$ cat src/core/sbm_pkg.sv
// Shared constants, types and state records of the serial-bus master and loader
package sbm_pkg;

	// ------------------------------------------------------------
	// Register offsets and field positions
	// ------------------------------------------------------------
	localparam logic [7:0] SBM_OFS_DATA = 8'hb0;
	localparam logic [7:0] SBM_OFS_IDX = 8'hb1;
	localparam logic [7:0] SBM_OFS_TADR = 8'hb2;
	localparam logic [7:0] SBM_OFS_CTL = 8'hb3;
	localparam int SBM_CTL_QUICK = 0;
	localparam int SBM_CTL_ERR = 1;
	localparam int SBM_CTL_RDV = 3;
	localparam int SBM_CTL_BUSY = 5;
	localparam int SBM_TADR_RW = 0;

	// ------------------------------------------------------------
	// Loader constants
	// ------------------------------------------------------------
	localparam logic [6:0] SBM_EEPROM_ADDR = 7'h50;
	localparam logic [7:0] SBM_CNT_OFS = 8'h01;
	localparam logic [8:0] SBM_HDR_BYTES = 9'h002;
	localparam logic [8:0] SBM_DWORD = 9'h004;
	localparam logic [3:0] SBM_LD_RX0 = 4'h5;
	localparam logic [3:0] SBM_ACK_BIT = 4'h8;
	localparam logic [2:0] SBM_BOOT_WAIT = 3'h7;

	// ------------------------------------------------------------
	// Timing
	// ------------------------------------------------------------
	localparam int SBM_CLK_PERIOD_NS = 10;
	localparam int SBM_SCL_PERIOD_NS = 10000;
	// Quarter of an SCL period, rounded up so SCL never runs fast
	localparam int SBM_QTR_CYC = (SBM_SCL_PERIOD_NS + 4 * SBM_CLK_PERIOD_NS - 1) / (4 * SBM_CLK_PERIOD_NS);
	localparam logic [7:0] SBM_QTR_LAST = 8'(SBM_QTR_CYC - 1);

	// ------------------------------------------------------------
	// Enumerations
	// ------------------------------------------------------------
	typedef enum logic [2:0] {
		ST_IDLE = 3'b001,
		ST_BOOT = 3'b010,
		ST_RUN = 3'b100
	} sbm_st_t;

	typedef enum logic [1:0] {
		M_WR = 2'h0,
		M_RD = 2'h1,
		M_QK = 2'h2,
		M_LD = 2'h3
	} sbm_mode_t;

	typedef enum logic [3:0] {
		OP_S = 4'h0,
		OP_AW = 4'h1,
		OP_AR = 4'h2,
		OP_AQ = 4'h3,
		OP_IX = 4'h4,
		OP_DT = 4'h5,
		OP_RX = 4'h6,
		OP_P = 4'h7,
		OP_END = 4'h8
	} sbm_op_t;

	// ------------------------------------------------------------
	// Carriers
	// ------------------------------------------------------------
	typedef struct packed {
		logic wr;
		logic [7:0] addr;
		logic [7:0] wdata;
	} sbm_cfg_req_t;

	typedef struct packed {
		logic valid;
		logic [7:0] offset;
		logic [7:0] data;
	} sbm_ld_t;

	typedef struct packed {
		logic [1:0] s1;
		logic [1:0] s2;
		logic [1:0] s3;
		logic [1:0] lvl;
	} sbm_sync_t;

	typedef struct packed {
		logic [7:0] cnt;
		logic tick;
	} sbm_div_t;

	typedef struct packed {
		sbm_st_t st;
		sbm_mode_t mode;
		logic [1:0] ph;
		logic [3:0] bitn;
		logic [3:0] step;
		logic abort;
		logic [7:0] sh;
		logic [7:0] data;
		logic [7:0] idx;
		logic [7:0] tadr;
		logic quick;
		logic err;
		logic rdv;
		logic busy;
		logic scl_oe_n;
		logic sda_oe_n;
		logic [7:0] rdata;
		logic [2:0] wait_n;
		logic [7:0] ptr;
		logic [7:0] cnt;
		sbm_ld_t ld;
		logic ld_done;
	} sbm_core_t;

endpackage

$ cat src/core/sbm_loader.sv
// Two-wire serial-bus master with reset-time EEPROM loader
`timescale 1ns/10ps
`default_nettype none
module sbm_loader import sbm_pkg::*; (
	input wire logic clk_sys,
	input wire logic rst_n,
	input wire sbm_cfg_req_t cfg_req,
	output logic [7:0] cfg_rdata,
	input wire logic scl_in,
	output logic scl_out,
	output logic scl_oe_n,
	input wire logic sda_in,
	output logic sda_out,
	output logic sda_oe_n,
	output sbm_ld_t ld_out,
	output logic ld_done,
	output logic busy
);
	// ------------------------------------------------------------
	// Operation sequences
	// ------------------------------------------------------------
	// write, read, quick and load step tables
	function automatic sbm_op_t op_at(input sbm_mode_t mode, input logic [3:0] step);
		sbm_op_t op;
		op = OP_END;
		unique case (mode)
			M_WR: begin
				unique case (step)
					4'h0: op = OP_S;
					4'h1: op = OP_AW;
					4'h2: op = OP_IX;
					4'h3: op = OP_DT;
					4'h4: op = OP_P;
					default: op = OP_END;
				endcase
			end
			M_QK: begin
				unique case (step)
					4'h0: op = OP_S;
					4'h1: op = OP_AQ;
					4'h2: op = OP_P;
					default: op = OP_END;
				endcase
			end
			default: begin
				unique case (step)
					4'h0, 4'h3: op = OP_S;
					4'h1: op = OP_AW;
					4'h2: op = OP_IX;
					4'h4: op = OP_AR;
					4'h5: op = OP_RX;
					4'h6: op = (mode == M_LD) ? OP_RX : OP_P;
					4'h7, 4'h8: op = (mode == M_LD) ? OP_RX : OP_END;
					4'h9: op = (mode == M_LD) ? OP_P : OP_END;
					default: op = OP_END;
				endcase
			end
		endcase
		return op;
	endfunction

	// Step of the stop condition, used when a transfer aborts
	function automatic logic [3:0] stop_at(input sbm_mode_t mode);
		logic [3:0] s;
		unique case (mode)
			M_WR: s = 4'h4;
			M_RD: s = 4'h6;
			M_QK: s = 4'h2;
			default: s = 4'h9;
		endcase
		return s;
	endfunction

	// Pin releases {scl, sda} for an operation phase
	function automatic logic [1:0] pin_drive(input sbm_op_t op, input logic [1:0] ph, input logic [3:0] bitn,
			input logic [7:0] sh, input logic sda_prev);
		logic scl_rel;
		logic sda_rel;
		scl_rel = ph[1];
		sda_rel = 1'b1;
		unique case (op)
			// SDA falls in the last high quarter
			OP_S: sda_rel = (ph != 2'h3);
			// SDA rises in the last high quarter
			OP_P: sda_rel = (ph == 2'h3);
			OP_RX: sda_rel = (bitn != SBM_ACK_BIT);
			OP_END: scl_rel = 1'b1;
			default: sda_rel = (bitn == SBM_ACK_BIT) | sh[7];
		endcase
		// Outside start and stop, SDA only moves once SCL is already low
		if (ph == 2'h0 && op != OP_END) begin
			sda_rel = sda_prev;
		end
		return {scl_rel, sda_rel};
	endfunction

	// ------------------------------------------------------------
	// Pin synchroniser and bit timer
	// ------------------------------------------------------------
	sbm_core_t r_q;
	sbm_core_t r_d;
	logic [1:0] pin_lvl;
	logic scl_s;
	logic sda_s;
	logic tick;
	sbm_op_t cur_op;
	logic is_tx;
	logic wr_tadr;
	logic [1:0] drv;

	sbm_pin_sync u_sync (
		.clk_sys(clk_sys),
		.rst_n(rst_n),
		.pin_raw({scl_in, sda_in}),
		.pin_lvl(pin_lvl)
	);

	sbm_qtr_div u_div (
		.clk_sys(clk_sys),
		.rst_n(rst_n),
		.run(r_q.st == ST_RUN),
		.tick(tick)
	);

	assign scl_s = pin_lvl[1];
	assign sda_s = pin_lvl[0];
	assign cur_op = op_at(r_q.mode, r_q.step);
	assign is_tx = (cur_op == OP_AW) || (cur_op == OP_AR) || (cur_op == OP_AQ) ||
		(cur_op == OP_IX) || (cur_op == OP_DT);
	assign wr_tadr = cfg_req.wr && (cfg_req.addr == SBM_OFS_TADR);
	assign drv = pin_drive(cur_op, r_q.ph, r_q.bitn, r_q.sh, r_q.sda_oe_n);

	// ------------------------------------------------------------
	// Next state
	// ------------------------------------------------------------
	always_comb begin
		logic [3:0] nstep;
		sbm_op_t nop;
		logic [6:0] a7;
		nstep = 4'h0;
		nop = OP_END;
		a7 = (r_q.mode == M_LD) ? SBM_EEPROM_ADDR : r_q.tadr[7:1];
		r_d = r_q;
		r_d.ld.valid = 1'b0;

		// Software writes come first so hardware sets win
		if (cfg_req.wr) begin
			unique case (cfg_req.addr)
				SBM_OFS_DATA: r_d.data = cfg_req.wdata;
				SBM_OFS_IDX: r_d.idx = cfg_req.wdata;
				SBM_OFS_CTL: begin
					r_d.quick = cfg_req.wdata[SBM_CTL_QUICK];
					if (cfg_req.wdata[SBM_CTL_ERR]) begin
						r_d.err = 1'b0;
					end
				end
				default: ;
			endcase
		end

		unique case (r_q.st)
			// wait for the synchroniser, then look for the pullup
			ST_BOOT: begin
				if (r_q.wait_n != SBM_BOOT_WAIT) begin
					r_d.wait_n = r_q.wait_n + 3'h1;
				end else if (scl_s) begin
					r_d.st = ST_RUN;
					r_d.mode = M_LD;
					r_d.busy = 1'b1;
					r_d.step = 4'h0;
				end else begin
					r_d.st = ST_IDLE;
					r_d.ld_done = 1'b1;
				end
			end
			ST_IDLE: begin
				if (wr_tadr && !r_q.busy) begin
					r_d.tadr = cfg_req.wdata;
					r_d.mode = r_q.quick ? M_QK : (cfg_req.wdata[SBM_TADR_RW] ? M_RD : M_WR);
					r_d.st = ST_RUN;
					r_d.busy = 1'b1;
					r_d.rdv = 1'b0;
					r_d.step = 4'h0;
					r_d.ph = 2'h0;
					r_d.bitn = 4'h0;
					r_d.abort = 1'b0;
				end
			end
			default: begin
				// writes to the slave address are ignored here
				if (cur_op == OP_END) begin
					// only the loader repeats doubleword reads
					if (r_q.mode == M_LD && !r_q.abort &&
							({1'b0, r_q.ptr} + SBM_DWORD < {1'b0, r_q.cnt} + SBM_HDR_BYTES)) begin
						r_d.ptr = r_q.ptr + SBM_DWORD[7:0];
						r_d.step = 4'h0;
						r_d.ph = 2'h0;
						r_d.bitn = 4'h0;
					end else begin
						r_d.st = ST_IDLE;
						r_d.busy = 1'b0;
						r_d.abort = 1'b0;
						if (r_q.mode == M_LD) begin
							r_d.ld_done = 1'b1;
						end
					end
				end else if (tick) begin
					r_d.ph = r_q.ph + 2'h1;
					if (r_q.ph == 2'h2) begin
						if (is_tx && r_q.bitn == SBM_ACK_BIT && sda_s) begin
							r_d.err = 1'b1;
							r_d.abort = 1'b1;
						end
						if (cur_op == OP_RX && r_q.bitn != SBM_ACK_BIT) begin
							r_d.sh = {r_q.sh[6:0], sda_s};
						end
					end
					if (r_q.ph == 2'h3) begin
						// eight data bits then the acknowledge
						if ((is_tx || cur_op == OP_RX) && r_q.bitn != SBM_ACK_BIT) begin
							r_d.bitn = r_q.bitn + 4'h1;
							if (is_tx) begin
								r_d.sh = {r_q.sh[6:0], 1'b0};
							end
						end else begin
							r_d.bitn = 4'h0;
							nstep = (r_q.abort && cur_op != OP_P) ? stop_at(r_q.mode) : r_q.step + 4'h1;
							nop = op_at(r_q.mode, nstep);
							r_d.step = nstep;
							// byte loaded for the next operation
							unique case (nop)
								OP_AW: r_d.sh = {a7, 1'b0};
								OP_AR: r_d.sh = {a7, 1'b1};
								OP_AQ: r_d.sh = r_q.tadr;
								OP_IX: r_d.sh = (r_q.mode == M_LD) ? r_q.ptr : r_q.idx;
								OP_DT: r_d.sh = r_q.data;
								default: ;
							endcase
							// received byte is kept or handed on
							if (cur_op == OP_RX && r_q.mode == M_RD) begin
								r_d.data = r_q.sh;
								r_d.rdv = 1'b1;
							end
							if (cur_op == OP_RX && r_q.mode == M_LD) begin
								r_d.ld.valid = 1'b1;
								r_d.ld.data = r_q.sh;
								r_d.ld.offset = r_q.ptr + {6'h00, 2'(r_q.step - SBM_LD_RX0)};
								// byte count comes from image offset one
								if (r_q.ptr + {6'h00, 2'(r_q.step - SBM_LD_RX0)} == SBM_CNT_OFS) begin
									r_d.cnt = r_q.sh;
								end
							end
						end
					end
				end
			end
		endcase

		// both lines released outside a running transfer
		if (r_q.st == ST_RUN) begin
			r_d.scl_oe_n = drv[1];
			r_d.sda_oe_n = drv[0];
		end else begin
			r_d.scl_oe_n = 1'b1;
			r_d.sda_oe_n = 1'b1;
		end

		unique case (cfg_req.addr)
			SBM_OFS_DATA: r_d.rdata = r_q.data;
			SBM_OFS_IDX: r_d.rdata = r_q.idx;
			SBM_OFS_TADR: r_d.rdata = r_q.tadr;
			SBM_OFS_CTL: begin
				r_d.rdata = 8'h00;
				r_d.rdata[SBM_CTL_QUICK] = r_q.quick;
				r_d.rdata[SBM_CTL_ERR] = r_q.err;
				r_d.rdata[SBM_CTL_RDV] = r_q.rdv;
				r_d.rdata[SBM_CTL_BUSY] = r_q.busy;
			end
			default: r_d.rdata = 8'h00;
		endcase
	end

	// ------------------------------------------------------------
	// State register
	// ------------------------------------------------------------
	always_ff @(posedge clk_sys or negedge rst_n) begin
		if (!rst_n) begin
			r_q <= '{st: ST_BOOT, mode: M_WR, scl_oe_n: 1'b1, sda_oe_n: 1'b1, default: '0};
		end else begin
			r_q <= r_d;
		end
	end

	assign cfg_rdata = r_q.rdata;
	assign scl_out = 1'b0;
	assign sda_out = 1'b0;
	assign scl_oe_n = r_q.scl_oe_n;
	assign sda_oe_n = r_q.sda_oe_n;
	assign ld_out = r_q.ld;
	assign ld_done = r_q.ld_done;
	assign busy = r_q.busy;

	// ------------------------------------------------------------
	// Assertions
	// ------------------------------------------------------------
	property p_launch;
		@(posedge clk_sys) disable iff (!rst_n)
		(r_q.st == ST_IDLE && !r_q.busy && wr_tadr) |=> (busy && r_q.st == ST_RUN && r_q.step == 4'h0);
	endproperty
	a_launch: assert property (p_launch) else $error("Address write did not launch");

	property p_no_relaunch;
		@(posedge clk_sys) disable iff (!rst_n)
		(r_q.st == ST_RUN && wr_tadr && cur_op != OP_END && !tick) |=> ($stable(r_q.step) && $stable(r_q.tadr));
	endproperty
	a_no_relaunch: assert property (p_no_relaunch) else $error("Busy write restarted transfer");

	property p_sda_stable;
		@(posedge clk_sys) disable iff (!rst_n)
		(scl_oe_n && $past(scl_oe_n) && (is_tx || cur_op == OP_RX) && $past(r_q.st) == ST_RUN) |-> $stable(sda_oe_n);
	endproperty
	a_sda_stable: assert property (p_sda_stable) else $error("SDA moved while SCL high");

	property p_start;
		@(posedge clk_sys) disable iff (!rst_n)
		($fell(sda_oe_n) && $past(cur_op) == OP_S) |-> scl_oe_n;
	endproperty
	a_start: assert property (p_start) else $error("Start without SCL high");

	property p_stop;
		@(posedge clk_sys) disable iff (!rst_n)
		($rose(sda_oe_n) && $past(cur_op) == OP_P) |-> scl_oe_n;
	endproperty
	a_stop: assert property (p_stop) else $error("SDA rose while SCL low");

	property p_idle_release;
		@(posedge clk_sys) disable iff (!rst_n)
		(r_q.st == ST_IDLE && !wr_tadr) |=> (scl_oe_n && sda_oe_n) [*2];
	endproperty
	a_idle_release: assert property (p_idle_release) else $error("Pins driven while idle");

	property p_nack_err;
		@(posedge clk_sys) disable iff (!rst_n)
		(tick && r_q.ph == 2'h2 && is_tx && r_q.bitn == SBM_ACK_BIT && sda_s) |=> (r_q.err && r_q.abort);
	endproperty
	a_nack_err: assert property (p_nack_err) else $error("Missing ack not flagged");

	property p_quick_no_idx;
		@(posedge clk_sys) disable iff (!rst_n)
		(r_q.st == ST_RUN && r_q.mode == M_QK) |-> (cur_op != OP_IX && cur_op != OP_DT);
	endproperty
	a_quick_no_idx: assert property (p_quick_no_idx) else $error("Quick command sent index");

	property p_ld_addr;
		@(posedge clk_sys) disable iff (!rst_n)
		(r_q.mode == M_LD && (cur_op == OP_AW || cur_op == OP_AR) && r_q.bitn == 4'h0 && r_q.ph == 2'h0)
			|-> (r_q.sh[7:1] == 7'h50);
	endproperty
	a_ld_addr: assert property (p_ld_addr) else $error("Loader used wrong address");

	property p_ld_only_boot;
		@(posedge clk_sys) disable iff (!rst_n)
		($rose(r_q.mode == M_LD) && r_q.st == ST_RUN) |-> ($past(r_q.st) == ST_BOOT);
	endproperty
	a_ld_only_boot: assert property (p_ld_only_boot) else $error("Load started outside reset");
endmodule
`default_nettype wire

$ cat src/core/sbm_pin_sync.sv
// Three-stage synchroniser for the SCL and SDA pin inputs
`timescale 1ns/10ps
`default_nettype none
module sbm_pin_sync import sbm_pkg::*; (
	input wire logic clk_sys,
	input wire logic rst_n,
	input wire logic [1:0] pin_raw,
	output logic [1:0] pin_lvl
);
	sbm_sync_t r_q;
	sbm_sync_t r_d;

	// ------------------------------------------------------------
	// Level follows only when the second and third stages agree
	// ------------------------------------------------------------
	always_comb begin
		r_d = r_q;
		r_d.s1 = pin_raw;
		r_d.s2 = r_q.s1;
		r_d.s3 = r_q.s2;
		for (int i = 0; i < 2; i++) begin
			if (r_q.s2[i] == r_q.s3[i]) begin
				r_d.lvl[i] = r_q.s3[i];
			end
		end
	end

	always_ff @(posedge clk_sys or negedge rst_n) begin
		if (!rst_n) begin
			r_q <= '{s1: 2'h3, s2: 2'h3, s3: 2'h3, lvl: 2'h3};
		end else begin
			r_q <= r_d;
		end
	end

	assign pin_lvl = r_q.lvl;
endmodule
`default_nettype wire

$ cat src/core/sbm_qtr_div.sv
// Quarter-bit tick generator for the SCL timing
`timescale 1ns/10ps
`default_nettype none
module sbm_qtr_div import sbm_pkg::*; (
	input wire logic clk_sys,
	input wire logic rst_n,
	input wire logic run,
	output logic tick
);
	sbm_div_t r_q;
	sbm_div_t r_d;

	// ------------------------------------------------------------
	// Counter restarts whenever the engine is not running
	// ------------------------------------------------------------
	always_comb begin
		r_d = r_q;
		r_d.tick = 1'b0;
		if (!run) begin
			r_d.cnt = 8'h00;
		end else if (r_q.cnt == SBM_QTR_LAST) begin
			r_d.cnt = 8'h00;
			r_d.tick = 1'b1;
		end else begin
			r_d.cnt = r_q.cnt + 8'h01;
		end
	end

	always_ff @(posedge clk_sys or negedge rst_n) begin
		if (!rst_n) begin
			r_q <= '{cnt: 8'h00, tick: 1'b0};
		end else begin
			r_q <= r_d;
		end
	end

	assign tick = r_q.tick;

	// quarter ticks never closer than eight
	property p_tick_space;
		@(posedge clk_sys) disable iff (!rst_n)
		tick |=> !tick [*8];
	endproperty
	a_tick_space: assert property (p_tick_space) else $error("Quarter ticks too close");
endmodule
`default_nettype wire

$ cat config.mk
export PLATFORM = sky130hd
export DESIGN_NAME = sbm_loader
export DESIGN_NICKNAME = d
export VERILOG_FILES = /design/src/core/sbm_pkg.sv /design/src/core/sbm_loader.sv /design/src/core/sbm_pin_sync.sv /design/src/core/sbm_qtr_div.sv
export SDC_FILE = /design/constraint.sdc
export NUM_CORES = 1
export LEC_CHECK = 0
export BUFFER_PORTS_ARGS = -buffer_cell sky130_fd_sc_hd__buf_4
export CAP_MARGIN = 20
export CORE_AREA = 8 8 132 134
export DETAILED_ROUTE_END_ITERATION = 7
export DIE_AREA = 0 0 140 142
export GPL_TIMING_DRIVEN = 1
export PLACE_DENSITY = 0.66
export SLEW_MARGIN = 5
export SYNTH_ARGS = -nofsm -noshare
export SYNTH_HDL_FRONTEND = slang
export SYNTH_HIERARCHICAL = 1
export SYNTH_SLANG_ARGS = --single-unit
$ cat constraint.sdc
create_clock -name clk_sys -period 4.65 [get_ports clk_sys]
set_input_delay 0 -clock clk_sys [delete_from_list [all_inputs] [get_ports clk_sys]]
set_output_delay 0 -clock clk_sys [all_outputs]
set_load 0.005 [all_outputs]
==> results.md <==
* Worst-margin pin slew at 0.927 ns
* Final min period at ~4.4 ns
* Post-Syn Area per Cell at 9.37 um^2
* Pre-antenna DRT Iters at 7
* Pwr per Cell Area at 295 nW/um^2
* Hold Path Cell Cnt at 4
* Post-DP HPWL at 14700 um
* Synthesis Warnings at 6
* Cells after DPL at around 1000
* Clock slew at reported path FFs at 0.06 ns
* CTS tree: built
* GRT Total Usage at 0.208
* Die extent in y at 142 um
* ANT cells at 0
* Status: complete, no violations
* Die X at 140 um
* Post-synthesis cell area at 7450 um^2
* Seq/Total Area, Yosys at 0.385
* Initial antenna violation count at 0
* Fillers at 1357
* Post-synth top area share at 0.346
* Slew Limit Fails at 0
* Via count at 6255
* # H-tree levels at 4
* Final Net Count at 879
* Root Driver: clkbuf_16
* Clock sink count at 114
* CP Class: reg2reg
* Count of cell types in the netlist at 89
* CP endpoint kind: register
* Cells after Synth at about 800
* RSZ-0062 raised after global routing: false
* Synth Register Bits at 114
* Endpoints failing setup at 0
* GPL Wtd Cong at 0.924
* Hold path endpoint: cfg_rdata[2]$_DFF_PN0_
* Grt total ovfl at 0
* Worst vdd ir at about 0.33 mV
* Vias per cell at between 6 and 7
* Port bufs at 49
* Slew Limit Headroom at 0.382
* Leakage power at 3.71 nW
* Pin count of the biggest net entering global routing at 73
* R2R cell count at 14
* Tot Pwr at between 2 and 3 mW
* Final ANT Viol Nets at 0
* Final core occ at 0.554
* Fin cells at 1036
* Max-cap violations at 0
* # IOs at 52
* Die area at 19900 um^2
* Fin area at 8550 um^2
* # rows at 46
* Largest area contributor in the netlist: dfrtp_1
* Async set-reset flop share out of synthesis at 1.00
* Drt wl/cell at around 20 um
* Fin crit share at 0.954
* Number of synthesized flops with an enable pin at 0
* TritonCTS buffer count at 17
* Drt drc at 0
* First-pass GRT wire length at 32800 um
* Post-synth top flop: dfrtp_1
* Syn-to-layout area delta at 14.8%
* Core ar. at 15400 um^2
* Initial Util at 0.483
* CP max FO at 12
* Clk_skew at 0.00785 ns
* Hold Vio Cnt, Final at 0
* Max Clk Rate at between 200 and 250 MHz
* Final setup margin at 0.212 ns
* Hold Slack at 0.0415 ns
* Vias in the first global route at 6109
* R2r setup slk at 0.21 ns
* Hold Crit Class: in2reg
* Largest cells by area after synthesis: dfrtp_1, mux2_2, nand2_1, ha_1, dfstp_2
* WP data arrival at 4.78 ns
* Buffers from clock root to sink, at most at 2
* DP Worst Slack at 0.140 ns
* FF-to-FF Start: r_q[84]$_DFFE_PN0P_
* Critical Path RT at between 4 and 5 ns
* Reg2reg end: r_q[80]$_DFFE_PN0P_
* Initial drt markers at around 600
* Critical Path Start Type: register
* Total Routed Length at 20300 um
* TNS Setup at 0 ns
* Placed Instance Area at 7720 um^2
* Worst-Skew Late Latency at about 0.42 ns
* Worst hold start: cfg_req[8]
* Layout cells sized above 1 at 0.225
==> cells in the mapped netlist, types with 5 or more instances <==
cell type,n
nor3_1,12
a211oi_1,5
a31oi_1,6
o211ai_1,7
nor2b_1,8
a21o_1,6
clkbuf_1,24
nand2b_1,12
ha_1,27
or2_2,5
nand2_1,94
dfstp_2,11
or3_1,6
dfrtp_1,103
o21ai_0,54
nor2_1,57
buf_4,32
xor2_1,9
a21oi_1,43
mux2i_1,27
xnor2_1,11
o21a_1,8
a22o_1,5
o22a_1,8
mux2_2,32
nand3_1,26
and2_1,7
inv_1,26
o22ai_1,13
buf_6,10
==> registers in the layout, summed over array words and instances (netlist names) <==
name	flops
u_div/tick	1
u_sync/r_q	2
scl_oe_n	1
u_sync/pin_lvl	2
ld_out	17
ld_done	1
busy	1
r_q	68
sda_oe_n	1
cfg_rdata	8
u_div/r_q	8
u_sync/r_d	4
==> repair_timing <==
action / in CTS / in global routing
hold endpoints to repair: 97 / 0
endpoints found under the setup margin: 0 / 8
buffers inserted: 0 / 4
hold buffers: 14 / 0
gates resized for setup: 0 / 3
==> per-layer routing <==
layer,track usage,wire [um],up-vias
met3,0.0577,1570,43
met4,0.0697,446,0
li1,-,-,2909
met2,0.329,9290,273
met5,0,0,-
met1,0.271,9030,3030
==> worst max-delay path, stage by stage, from the launching register on <==
cell and delay, ns:
dfrtp_1 0.50, inv_1 0.27, ha_2 0.34, nand3b_1 0.14, a2111oi_2 0.48, a41oi_2 0.14
a211o_2 0.38, o21ai_4 0.36, buf_4 0.18, o211ai_2 0.06, a32o_2 0.32, or3_4 0.35
mux2_4 0.34, or3_1 0.38, o21ai_2 0.12
==> kinds of logic after synthesis <==
kind of cell | Yosys count | synth area share
AND/OR/NAND/NOR | 261 | 0.169
adder cells (fa/ha/maj) | 29 | 0.0484
flip-flops | 114 | 0.385
multiplexers | 64 | 0.0988
other | 1 | 0.000503
buffers and inverters | 95 | 0.0754
AO/OA/AOI/OAI | 211 | 0.200
XOR/XNOR | 20 | 0.0235
==> cell usage in the layout (no fill, tap or decap), types with 4 or more instances in the layout <==
cell           Yosys  layout
o21ai_0           54      54
a211o_1            4       4
o211ai_1           7       7
nand2b_1          12      12
a31oi_1            6       6
ha_1              27      26
nor2_1            57      57
and2_1             7       7
nor2b_1            8       8
a21o_1             6       6
o22ai_1           13      13
a22o_1             5       5
buf_4             32      69
nand2_1           94      94
nand3_1           26      26
bufinv_16          0       4
clkbuf_16          0      17
o21a_1             8       8
a32oi_1            4       4
or3_1              6       6
mux4_2             4       4
xnor2_1           11      11
a221oi_1           4       4
o22a_1             8       8
nand4_1            4       4
inv_6              0       4
dlygate4sd3_1      0      14
dfstp_2           11      11
or2_2              5       5
a211oi_1           5       5
mux2_2            32      32
nand3b_1           4       4
inv_1             26      26
a21oi_1           43      43
dfrtp_1          103     103
xor2_1             9       9
nor3_1            12      12
mux2i_1           27      27
==> cell type report <==
class / count / area, um^2 / share of cell area
inverter: 28 / 105 / 0.0123
timing repair buffer: 83 / 658 / 0.0770
multi-input combinational: 587 / 4040 / 0.473
clock buffer: 18 / 439 / 0.0514
clock inverter: 14 / 200 / 0.0234
sequential: 114 / 2870 / 0.335
tap: 192 / 240 / 0.0281
==> power breakdown <==
part | switching, mW | internal, mW
registers | 0.0113 | 1.01
logic | 0.0416 | 0.0365
clock network | 0.505 | 0.918
total | 0.558 | 1.96
==> worst max-delay path by stage <==
stage                     endpoint  slack [ns]           startpoint  cells after the start
6_report       r_q[80]$_DFFE_PN0P_        0.21  r_q[84]$_DFFE_PN0P_                     14
3_3_place_gp   r_q[80]$_DFFE_PN0P_        0.37  r_q[84]$_DFFE_PN0P_                     13
4_1_cts        r_q[80]$_DFFE_PN0P_        0.12  r_q[84]$_DFFE_PN0P_                     13
5_1_grt        r_q[81]$_DFFE_PN0P_        0.01  r_q[84]$_DFFE_PN0P_                     13
3_5_place_dp   r_q[80]$_DFFE_PN0P_        0.14  r_q[84]$_DFFE_PN0P_                     13
2_1_floorplan  r_q[80]$_DFFE_PN0P_        0.80  r_q[84]$_DFFE_PN0P_                     16
No activity file was read; power rests on OpenSTA's default activity.
